`config.mk`:
```
export PLATFORM = sky130hd
export DESIGN_NAME = ueq_link_regs
export DESIGN_NICKNAME = d
export VERILOG_FILES = /design/src/verilog/ueq_pkg.sv /design/src/verilog/ueq_interval_timer.sv /design/src/verilog/ueq_link_regs.sv
export VERILOG_INCLUDE_DIRS = /design/src /design/src/verilog
export SDC_FILE = /design/constraint.sdc
export NUM_CORES = 1
export LEC_CHECK = 0
export BUFFER_PORTS_ARGS = -buffer_cell sky130_fd_sc_hd__buf_2
export CELL_PAD_IN_SITES_DETAIL_PLACEMENT = 0
export CELL_PAD_IN_SITES_GLOBAL_PLACEMENT = 1
export CORE_ASPECT_RATIO = 0.5
export CORE_MARGIN = 2
export CORE_UTILIZATION = 45
export CTS_CLUSTER_SIZE = 16
export DETAILED_ROUTE_END_ITERATION = 7
export GPL_TIMING_DRIVEN = 0
export PLACE_DENSITY = 0.88
export SLEW_MARGIN = 30
export SYNTH_ARGS = -nofsm -noshare
export SYNTH_HDL_FRONTEND = slang
export SYNTH_SLANG_ARGS = --single-unit
```
`constraint.sdc`:
```
create_clock -name clk -period 2.62 [get_ports clk]
set_input_delay 0.262 -clock clk [delete_from_list [all_inputs] [get_ports clk]]
set_output_delay 0.262 -clock clk [all_outputs]
set_load 0.02 [all_outputs]
```
`src/verilog/ueq_defines.svh`:
```
// Purpose: Offsets, field positions, reset values and timing counts of the link register bank
// Assumes: 8-bit registers on a byte-addressed internal port, 100 MHz clock
// Notes:   Definitions only
`ifndef UEQ_DEFINES_SVH
`define UEQ_DEFINES_SVH

`define UEQ_ADDR_DS_GAIN        8'h20
`define UEQ_ADDR_US_GAIN        8'h21
`define UEQ_ADDR_LINK_CTRL      8'h22
`define UEQ_RESET_VALUE         8'h00

`define UEQ_FLD_GAIN2_HI        7
`define UEQ_FLD_GAIN2_LO        4
`define UEQ_FLD_GAIN1_HI        3
`define UEQ_FLD_GAIN1_LO        0
`define UEQ_FLD_COMPLIANCE_ACTIVE_FLAG       7
`define UEQ_FLD_LFPS_GAIN       6
`define UEQ_FLD_DEBOUNCE        5
`define UEQ_FLD_RXDET_OFF       4
`define UEQ_FLD_PERIOD_HI       3
`define UEQ_FLD_PERIOD_LO       2
`define UEQ_FLD_COMPL_HI        1
`define UEQ_FLD_COMPL_LO        0

// Times in their own units, cycle counts derived at 100 MHz (10 ns)
`define UEQ_CLK_PERIOD_NS       10
`define UEQ_DEBOUNCE_US         200
`define UEQ_DEBOUNCE_CYCLES     ((`UEQ_DEBOUNCE_US * 1000) / `UEQ_CLK_PERIOD_NS)
`define UEQ_PERIOD_8_MS         8
`define UEQ_PERIOD_12_MS        12
`define UEQ_PERIOD_8_CYCLES     ((`UEQ_PERIOD_8_MS * 1000000) / `UEQ_CLK_PERIOD_NS)
`define UEQ_PERIOD_12_CYCLES    ((`UEQ_PERIOD_12_MS * 1000000) / `UEQ_CLK_PERIOD_NS)

`endif

```
`src/verilog/ueq_pkg.sv`:
```
// Purpose: Types shared by the link register bank
// Assumes: Constants live in ueq_defines.svh
// Notes:   Types only
package ueq_pkg;

   typedef enum logic [1:0] {
      UEQ_CM_AUTO     = 2'b00,
      UEQ_CM_DFP_DIR  = 2'b01,
      UEQ_CM_UFP_DIR  = 2'b10,
      UEQ_CM_DISABLED = 2'b11
   } ueq_compl_type;

   typedef enum logic [1:0] {
      UEQ_LP_ACTIVE   = 2'b00,
      UEQ_LP_SLEEP    = 2'b01,
      UEQ_LP_DEBOUNCE = 2'b10,
      UEQ_LP_EXIT     = 2'b11
   } ueq_lp_state_type;

endpackage

```
`src/verilog/ueq_interval_timer.sv`:
```
// Purpose: Free interval counter that emits a one-cycle tick every period
// Assumes: Period changes take effect when the count restarts
// Notes:   Held idle while run is low
`timescale 1ns/1ps
module ueq_interval_timer #(
   parameter int WIDTH = 24
) (
   input  wire logic             clk,
   input  wire logic             sys_rst,
   input  wire logic             run,
   input  wire logic [WIDTH-1:0] period,
   output logic                  tick
);
   logic [WIDTH-1:0] count_r;

   // Count down, reload on expiry; a stopped timer restarts a full period later
   always_ff @(posedge clk) begin
      if (sys_rst || !run) begin
         count_r <= period;
         tick    <= 1'b0;
      end else if (count_r <= {{(WIDTH-1){1'b0}}, 1'b1}) begin
         count_r <= period;
         tick    <= 1'b1;
      end else begin
         count_r <= count_r - {{(WIDTH-1){1'b0}}, 1'b1};
         tick    <= 1'b0;
      end
   end
endmodule

```
`src/verilog/ueq_link_regs.sv`:
```
// Purpose: Gain select and link power / compliance register bank for the redriver link side
// Assumes: Internal byte register port from the serial management slave, same clock domain
// Notes:   Strap pins and line-condition inputs are asynchronous and synchronised here
//
// Notes on behaviour
// - Bits 7:4 of the downstream gain register are the second downstream receiver gain code.
// - Without override each gain field mirrors its sampled straps; with override it keeps software's value.
// - Bits 3:0 of the downstream gain register are the first downstream receiver gain code.
// - Bits 3:0 of the upstream gain register pick 0 to 11 dB for the upstream receiver, mirroring its straps without override.
// - Bit 7 of the link control register reads one only while compliance mode is active.
// - With lfps gain apply clear the receiver gain is forced to zero during LFPS, else the selected codes apply.
// - With debounce set, LFPS must persist 200 us before leaving U2 or U3; clear means no debounce.
// - Rx.Detect runs in U2 or U3 unless the low-power detect-off bit is one.
// - The detect period field picks 8 ms for 00 and 12 ms for 01, codes 10 and 11 reserved, reset 00.
// - The compliance field selects state-machine choice, forced downstream, forced upstream or disabled.
// - All three registers reset to zero and the upper upstream bits read as zero.
`timescale 1ns/1ps
`include "ueq_defines.svh"
module ueq_link_regs #(
   parameter int DEBOUNCE_CYCLES = `UEQ_DEBOUNCE_CYCLES,
   parameter int PERIOD_8_CYCLES = `UEQ_PERIOD_8_CYCLES,
   parameter int PERIOD_12_CYCLES = `UEQ_PERIOD_12_CYCLES
) (
   input  wire logic                  clk,
   input  wire logic                  sys_rst,
   // Register port
   input  wire logic [7:0]            reg_addr,
   input  wire logic                  reg_wr,
   input  wire logic [7:0]            reg_wdata,
   input  wire logic                  reg_rd,
   output logic      [7:0]            reg_rdata,
   // General control override bit, held elsewhere
   input  wire logic                  gain_software_override,
   // Strap levels, asynchronous
   input  wire logic [1:0]            downstream_gain_straps,
   input  wire logic [1:0]            upstream_gain_straps,
   // Line conditions from the analog side, asynchronous
   input  wire logic                  lfps_present,
   input  wire logic                  in_low_power,
   input  wire logic                  fsm_compliance_req,
   // Outputs to the analog side
   output logic      [3:0]            first_downstream_gain,
   output logic      [3:0]            second_downstream_gain,
   output logic      [3:0]            upstream_gain,
   output logic                       lowpower_exit,
   output logic                       rx_detect_pulse,
   output ueq_pkg::ueq_compl_type     compliance_mode,
   output logic                       compliance_active_flag
);
   import ueq_pkg::*;

   logic [3:0]       second_downstream_gain_code_r;
   logic [3:0]       first_downstream_gain_code_r;
   logic [3:0]       upstream_gain_code_r;
   logic             lfps_gain_apply_r;
   logic             lowpower_exit_debounce_en_r;
   logic             lowpower_rx_detect_off_r;
   logic [1:0]       downstream_detect_period_r;
   ueq_compl_type    compliance_direction_ctrl_r;
   logic [1:0]       ds_strap_s1_r;
   logic [1:0]       ds_strap_s2_r;
   logic [1:0]       us_strap_s1_r;
   logic [1:0]       us_strap_s2_r;
   logic [2:0]       line_s1_r;
   logic [2:0]       line_s2_r;
   ueq_lp_state_type lp_state_r;
   logic [31:0]      deb_count_r;
   logic [31:0]      detect_period;
   logic             detect_run;
   logic             detect_tick;
   logic             wr_ds;
   logic             wr_us;
   logic             wr_link;

   // Map a two-level strap pair onto a 4-bit gain code (straps set the two upper code bits)
   function automatic logic [3:0] strap_to_gain(input logic [1:0] straps);
      strap_to_gain = {straps, 2'b00};
   endfunction

   // Clamp the upstream code so it never exceeds the 11 dB setting
   function automatic logic [3:0] clamp_upstream(input logic [3:0] code);
      clamp_upstream = (code > 4'hb) ? 4'hb : code;
   endfunction

   // Write decode
   assign wr_ds   = reg_wr && (reg_addr == `UEQ_ADDR_DS_GAIN);
   assign wr_us   = reg_wr && (reg_addr == `UEQ_ADDR_US_GAIN);
   assign wr_link = reg_wr && (reg_addr == `UEQ_ADDR_LINK_CTRL);

   // Two-stage synchronisers for straps and line conditions
   always_ff @(posedge clk) begin
      if (sys_rst) begin
         ds_strap_s1_r <= 2'h0;
         ds_strap_s2_r <= 2'h0;
         us_strap_s1_r <= 2'h0;
         us_strap_s2_r <= 2'h0;
         line_s1_r     <= 3'h0;
         line_s2_r     <= 3'h0;
      end else begin
         ds_strap_s1_r <= downstream_gain_straps;
         ds_strap_s2_r <= ds_strap_s1_r;
         us_strap_s1_r <= upstream_gain_straps;
         us_strap_s2_r <= us_strap_s1_r;
         line_s1_r     <= {fsm_compliance_req, in_low_power, lfps_present};
         line_s2_r     <= line_s1_r;
      end
   end

   // Downstream gain fields: straps track unless override, then software owns them
   always_ff @(posedge clk) begin
      if (sys_rst) begin
         second_downstream_gain_code_r <= 4'h0;
         first_downstream_gain_code_r  <= 4'h0;
      end else if (!gain_software_override) begin
         second_downstream_gain_code_r <= strap_to_gain(ds_strap_s2_r);
         first_downstream_gain_code_r  <= strap_to_gain(ds_strap_s2_r);
      end else if (wr_ds) begin
         second_downstream_gain_code_r <=
            reg_wdata[`UEQ_FLD_GAIN2_HI:`UEQ_FLD_GAIN2_LO];
         first_downstream_gain_code_r  <=
            reg_wdata[`UEQ_FLD_GAIN1_HI:`UEQ_FLD_GAIN1_LO];
      end
   end

   // Upstream gain field; the upper nibble has no storage at all
   always_ff @(posedge clk) begin
      if (sys_rst) begin
         upstream_gain_code_r <= 4'h0;
      end else if (!gain_software_override) begin
         upstream_gain_code_r <= strap_to_gain(us_strap_s2_r);
      end else if (wr_us) begin
         upstream_gain_code_r <= reg_wdata[3:0];
      end
   end

   // Link control bits; bit 7 is status only so writes to it fall away
   always_ff @(posedge clk) begin
      if (sys_rst) begin
         lfps_gain_apply_r           <= 1'b0;
         lowpower_exit_debounce_en_r <= 1'b0;
         lowpower_rx_detect_off_r    <= 1'b0;
         downstream_detect_period_r  <= 2'h0;
         compliance_direction_ctrl_r <= UEQ_CM_AUTO;
      end else if (wr_link) begin
         lfps_gain_apply_r           <= reg_wdata[`UEQ_FLD_LFPS_GAIN];
         lowpower_exit_debounce_en_r <= reg_wdata[`UEQ_FLD_DEBOUNCE];
         lowpower_rx_detect_off_r    <= reg_wdata[`UEQ_FLD_RXDET_OFF];
         downstream_detect_period_r  <= reg_wdata[`UEQ_FLD_PERIOD_HI:`UEQ_FLD_PERIOD_LO];
         compliance_direction_ctrl_r <=
            ueq_compl_type'(reg_wdata[`UEQ_FLD_COMPL_HI:`UEQ_FLD_COMPL_LO]);
      end
   end

   // Read mux, registered; unmapped addresses read zero
   always_ff @(posedge clk) begin
      if (sys_rst) begin
         reg_rdata <= 8'h00;
      end else if (reg_rd) begin
         case (reg_addr)
            `UEQ_ADDR_DS_GAIN:
               reg_rdata <= {second_downstream_gain_code_r, first_downstream_gain_code_r};
            `UEQ_ADDR_US_GAIN:
               reg_rdata <= {4'h0, upstream_gain_code_r};
            `UEQ_ADDR_LINK_CTRL:
               reg_rdata <= {compliance_active_flag, lfps_gain_apply_r,
                             lowpower_exit_debounce_en_r, lowpower_rx_detect_off_r,
                             downstream_detect_period_r, compliance_direction_ctrl_r};
            default:
               reg_rdata <= 8'h00;
         endcase
      end
   end

   // Applied gains: zero during LFPS unless software asks for the selected codes
   always_ff @(posedge clk) begin
      if (sys_rst) begin
         first_downstream_gain  <= 4'h0;
         second_downstream_gain <= 4'h0;
         upstream_gain          <= 4'h0;
      end else if (line_s2_r[0] && !lfps_gain_apply_r) begin
         first_downstream_gain  <= 4'h0;
         second_downstream_gain <= 4'h0;
         upstream_gain          <= 4'h0;
      end else begin
         first_downstream_gain  <= first_downstream_gain_code_r;
         second_downstream_gain <= second_downstream_gain_code_r;
         upstream_gain          <= clamp_upstream(upstream_gain_code_r);
      end
   end

   // Low-power exit sequencing with optional LFPS debounce
   always_ff @(posedge clk) begin
      if (sys_rst) begin
         lp_state_r    <= UEQ_LP_ACTIVE;
         deb_count_r   <= 32'h0;
         lowpower_exit <= 1'b0;
      end else begin
         lowpower_exit <= 1'b0;
         case (lp_state_r)
            UEQ_LP_ACTIVE: begin
               if (line_s2_r[1]) begin
                  lp_state_r <= UEQ_LP_SLEEP;
               end
            end
            UEQ_LP_SLEEP: begin
               deb_count_r <= 32'h0;
               if (!line_s2_r[1]) begin
                  lp_state_r <= UEQ_LP_ACTIVE;
               end else if (line_s2_r[0]) begin
                  lp_state_r <= lowpower_exit_debounce_en_r ? UEQ_LP_DEBOUNCE
                                                            : UEQ_LP_EXIT;
               end
            end
            UEQ_LP_DEBOUNCE: begin
               // A dropout restarts the wait, so glitches cannot wake the link
               if (!line_s2_r[0]) begin
                  lp_state_r <= UEQ_LP_SLEEP;
               end else if (deb_count_r >= 32'(DEBOUNCE_CYCLES - 1)) begin
                  lp_state_r <= UEQ_LP_EXIT;
               end else begin
                  deb_count_r <= deb_count_r + 32'h1;
               end
            end
            UEQ_LP_EXIT: begin
               lowpower_exit <= 1'b1;
               lp_state_r    <= UEQ_LP_ACTIVE;
            end
            default: begin
               lp_state_r <= UEQ_LP_ACTIVE;
            end
         endcase
      end
   end

   // Detect period: reserved codes fall back to the 12 ms setting
   assign detect_period = (downstream_detect_period_r == 2'b00) ? 32'(PERIOD_8_CYCLES)
                                                                : 32'(PERIOD_12_CYCLES);
   assign detect_run    = (lp_state_r != UEQ_LP_ACTIVE) && !lowpower_rx_detect_off_r;

   ueq_interval_timer #(
      .WIDTH (32)
   ) u_detect_timer (
      .clk     (clk),
      .sys_rst (sys_rst),
      .run     (detect_run),
      .period  (detect_period),
      .tick    (detect_tick)
   );

   // Rx.Detect strobe and compliance resolution
   always_ff @(posedge clk) begin
      if (sys_rst) begin
         rx_detect_pulse        <= 1'b0;
         compliance_mode        <= UEQ_CM_AUTO;
         compliance_active_flag <= 1'b0;
      end else begin
         rx_detect_pulse <= detect_tick && detect_run;
         compliance_mode <= compliance_direction_ctrl_r;
         case (compliance_direction_ctrl_r)
            UEQ_CM_AUTO:     compliance_active_flag <= line_s2_r[2];
            UEQ_CM_DFP_DIR:  compliance_active_flag <= 1'b1;
            UEQ_CM_UFP_DIR:  compliance_active_flag <= 1'b1;
            UEQ_CM_DISABLED: compliance_active_flag <= 1'b0;
            default:         compliance_active_flag <= 1'b0;
         endcase
      end
   end
endmodule

```
==> impl_metrics.tcl <==
set metrics [dict create \
    post-place-ws_ns 0.243 \
    first_iter_violations 239 \
    r2r.worst_path.cells 5 \
    postCtsHoldBufs 0 \
    switching_power_mw 0.985 \
    powerDensity_mw_per_mm2 758 \
    status "finished, final reports clean" \
    num-nets-final 623 \
    cts_tree "done" \
    yosys.area.top_type "dfxtp_1" \
    skew_ns 0.0122 \
    clock_sinks 125 \
    maxUsedRoutingLayer "met4" \
    ys_seq_area_share_pct 50.2 \
    arrival_ns 2.66 \
    postCtsSetupBuffers 0 \
    p_int_mw 3.60 \
    worst_slack_ns 0.242 \
    reg2reg_from "u_detect_timer.count_r[4]$_SDFF_PP0_" \
    synth_mux_area_share_pct 6.13 \
    overflow 0 \
    ys_ff_latch 125 \
    finalCriticalPeriod_ns 2.38 \
    clockBufferDepth 2 \
    fmax_mhz 420 \
    path_class "reg2reg" \
    clkTransAtPathRegs_ns 0.06 \
    synth.net_count 552 \
    layout-drive-gt1-share_pct 17.9 \
    synth_top_family_by_area "simple AND/OR/NAND/NOR gates" \
    post_drt_wl_per_cell_microns 14.4 \
    pwr-share-seq_pct 42.3 \
    drc 0 \
    n_fill_cell 994 \
    wl_met1_microns 5460 \
    netlist_area_sq_mm 0.00498 \
    synth-compound-area-share_pct 10.3 \
    clockPowerShare_pct 54.5 \
    maxCapViolations 0 \
    crit_required_ns 2.90 \
    cts_root_buf "clkbuf_16" \
    rows 27 \
    synth-adder-area-share_pct 1.00 \
    io_pins 53 \
    die_area_sq_mm 0.0120 \
    p_sw_share_pct 21.5 \
    die_height_microns 78.4 \
    combPwrFrac_pct 3.2 \
    met3WireLength_microns 436 \
    post_cts_resized 0 \
    peakVddDrop_mv 0.406 \
    synth_ff_type "dfxtp_1" \
    leakagePower_nw 2.41 \
    critical_path.startpoint_type "flop" \
    start_util_pct 45.8 \
    synthSimpleGateAreaFrac_pct 26.3 \
    place.gp.congestion 0.810 \
    insertion_delay_ns 0.42 \
    synth_top_area_share_pct 50.2 \
    synth_edf_count 0 \
    r2r_setup_slack_ns 0.24 \
    grt_pass1_wl_microns 17900 \
    drtPass1Iterations 5 \
    yosysMostFrequentCell "dfxtp_1" \
    antenna_cells 0 \
    drtAntennaViolNets 0 \
    detailed_place_hpwl_microns 7530 \
    tightestPinTransition_ns 0.699 \
    worstHoldPathType "in2reg" \
    core_area_sq_mm 0.0109 \
    min_to "line_s1_r[0]$_SDFF_PP0_" \
    antenna_found_initial 0 \
    io_buffers 52 \
    routed_wl_microns 10800 \
    min_from "lfps_present" \
    worstPathMaxFanout 7 \
    synth_xor_xnor_area_share_pct 4.04 \
    htree_num_levels 4 \
    setup_tns_ns 0 \
    rsz0062_at_grt "false" \
    vias 3853 \
    end_kind "flop" \
    wl_met2_microns 4860 \
    whs_path_depth 2 \
    slew_headroom_pct 53.4 \
    synth_common_cells "dfxtp_1 (125), nor2_1 (58), a21oi_1 (41)" \
    die-width_microns 153 \
    via_per_inst 5.14 \
    async_flop_share_pct 0 \
    reg2reg_to "u_detect_timer.count_r[20]$_DFF_P_" \
    grt_util_all_layers_pct 19.1 \
    syn_area_per_cell_sq_um 9.58 \
    period_share_pct 90.8 \
    ys_warn_count 0 \
    syn_to_final_growth_pct 21.5 \
    grt_pass1_vias 3594 \
    synthCells 520 \
    finalHoldViolCount 0 \
    cts_buffers 17 \
    synth_area_leaders "dfxtp_1 (50%), mux2i_1 (5.2%), nor2_1 (4.4%)" \
    yosysUniqueCellTypes 55 \
    finalSetupViolCount 0 \
    grt_max_degree 17 \
    maxSlewViolCount 0 \
]
==> metrics by stage <==
stage	instance area, sq um	hold WS [ns]	total power [mW]	instances	util (%)
detailed placement	5430	0.424	2.13	717	49.9
CTS	6060	0.0464	4.62	749	55.7
global placement	5430	0.418	2.13	717	49.9
global route	6060	0.0545	4.75	749	55.7
floorplan	4980	0.390	2.07	520	-
finish	6060	0.0530	4.59	749	55.7
==> area by class of cell <==
class                      instances  area (sq um)  area share [%]
buffer                            17          71.3            1.18
clock buffer                      19           443            7.31
clock inverter                    13           189            3.12
inverter                           7          26.3           0.434
multi-input combinational        371          2380            39.4
sequential                       125          2500            41.3
tap                              145           181            3.00
timing repair buffer              52           260            4.30
==> power groups by stage <==
| stage | clock network, mW | registers [mW] | logic [mW] |
|---|---|---|---|
| after CTS | 2.53 | 1.94 | 0.146 |
| final | 2.50 | 1.94 | 0.145 |
| after global routing | 2.64 | 1.94 | 0.162 |
| after detailed placement | 0 | 1.98 | 0.145 |
| after global placement | 0 | 1.98 | 0.144 |
| after floorplan | 0 | 1.98 | 0.0817 |
==> worst max-delay path: stages, from the launching register on <==
cell	delay [ns]
dfxtp_1	0.35
nor4_4	0.46
nand4_1	0.38
o41a_1	0.59
nor3_2	0.37
a21oi_1	0.08
==> placed cells by master, fill, tap and decap left out, types with 4 or more instances in the layout <==
cell / n
nand3_1: 13
xor2_1: 7
nor2b_1: 27
o31ai_1: 4
or4_1: 6
mux2_2: 4
nand2_1: 29
dfxtp_1: 125
a21oi_1: 41
nor4_1: 8
and3_1: 5
mux2i_1: 26
or3_1: 15
nand4_1: 5
inv_1: 7
xnor2_1: 16
clkinvlp_4: 5
nor3_1: 17
nor2_1: 58
and2_1: 27
ha_1: 4
nand2b_1: 5
buf_2: 55
bufinv_16: 4
o21ai_0: 13
clkbuf_1: 13
clkbuf_16: 17
==> worst max-delay path by stage <==
stage                                         start                               endpoint  depth (start not counted)
3_3_place_gp      u_detect_timer.count_r[7]$_DFF_P_  u_detect_timer.count_r[28]$_SDFF_PP0_                          6
4_1_cts        u_detect_timer.count_r[4]$_SDFF_PP0_  u_detect_timer.count_r[28]$_SDFF_PP0_                          5
6_report       u_detect_timer.count_r[4]$_SDFF_PP0_     u_detect_timer.count_r[20]$_DFF_P_                          5
5_1_grt        u_detect_timer.count_r[4]$_SDFF_PP0_     u_detect_timer.count_r[20]$_DFF_P_                          5
3_5_place_dp   u_detect_timer.count_r[4]$_SDFF_PP0_  u_detect_timer.count_r[28]$_SDFF_PP0_                          5
2_1_floorplan  u_detect_timer.count_r[0]$_SDFF_PP0_  u_detect_timer.count_r[30]$_SDFF_PP0_                          7
==> state kept, by name, indices dropped and copies added, names as in the netlist, 2 cells and up <==
| signal | flops |
|---|---|
| upstream_gain | 4 |
| second_downstream_gain_code_r | 4 |
| ds_strap_s2_r | 2 |
| upstream_gain_code_r | 4 |
| compliance_direction_ctrl_r | 2 |
| second_downstream_gain | 4 |
| line_s1_r | 3 |
| first_downstream_gain | 4 |
| downstream_detect_period_r | 2 |
| line_s2_r | 3 |
| us_strap_s2_r | 2 |
| compliance_mode | 2 |
| ds_strap_s1_r | 2 |
| us_strap_s1_r | 2 |
| deb_count_r | 32 |
| first_downstream_gain_code_r | 4 |
| reg_rdata | 8 |
| lp_state_r | 2 |
| u_detect_timer.count_r | 32 |
==> per-layer routing <==
layer | global-route usage, % | vias up
met2 | 29.1 | 61
met1 | 25.8 | 1822
met5 | 0 | -
met4 | 5.74 | 0
li1 | - | 1964
met3 | 6.29 | 6
==> logic make-up (layout without fill, tap and decap cells) <==
group / count (synthesis) / after routing
and+or+nand+nor: 236 / 236
DFF: 125 / 125
AOI/OAI and AO/OA: 78 / 78
muxes: 30 / 30
buffers and inverters: 24 / 108
xor gates and xnor gates: 23 / 23
adders and majority gates: 4 / 4
Note: power is estimated with default switching activity, not from simulation.
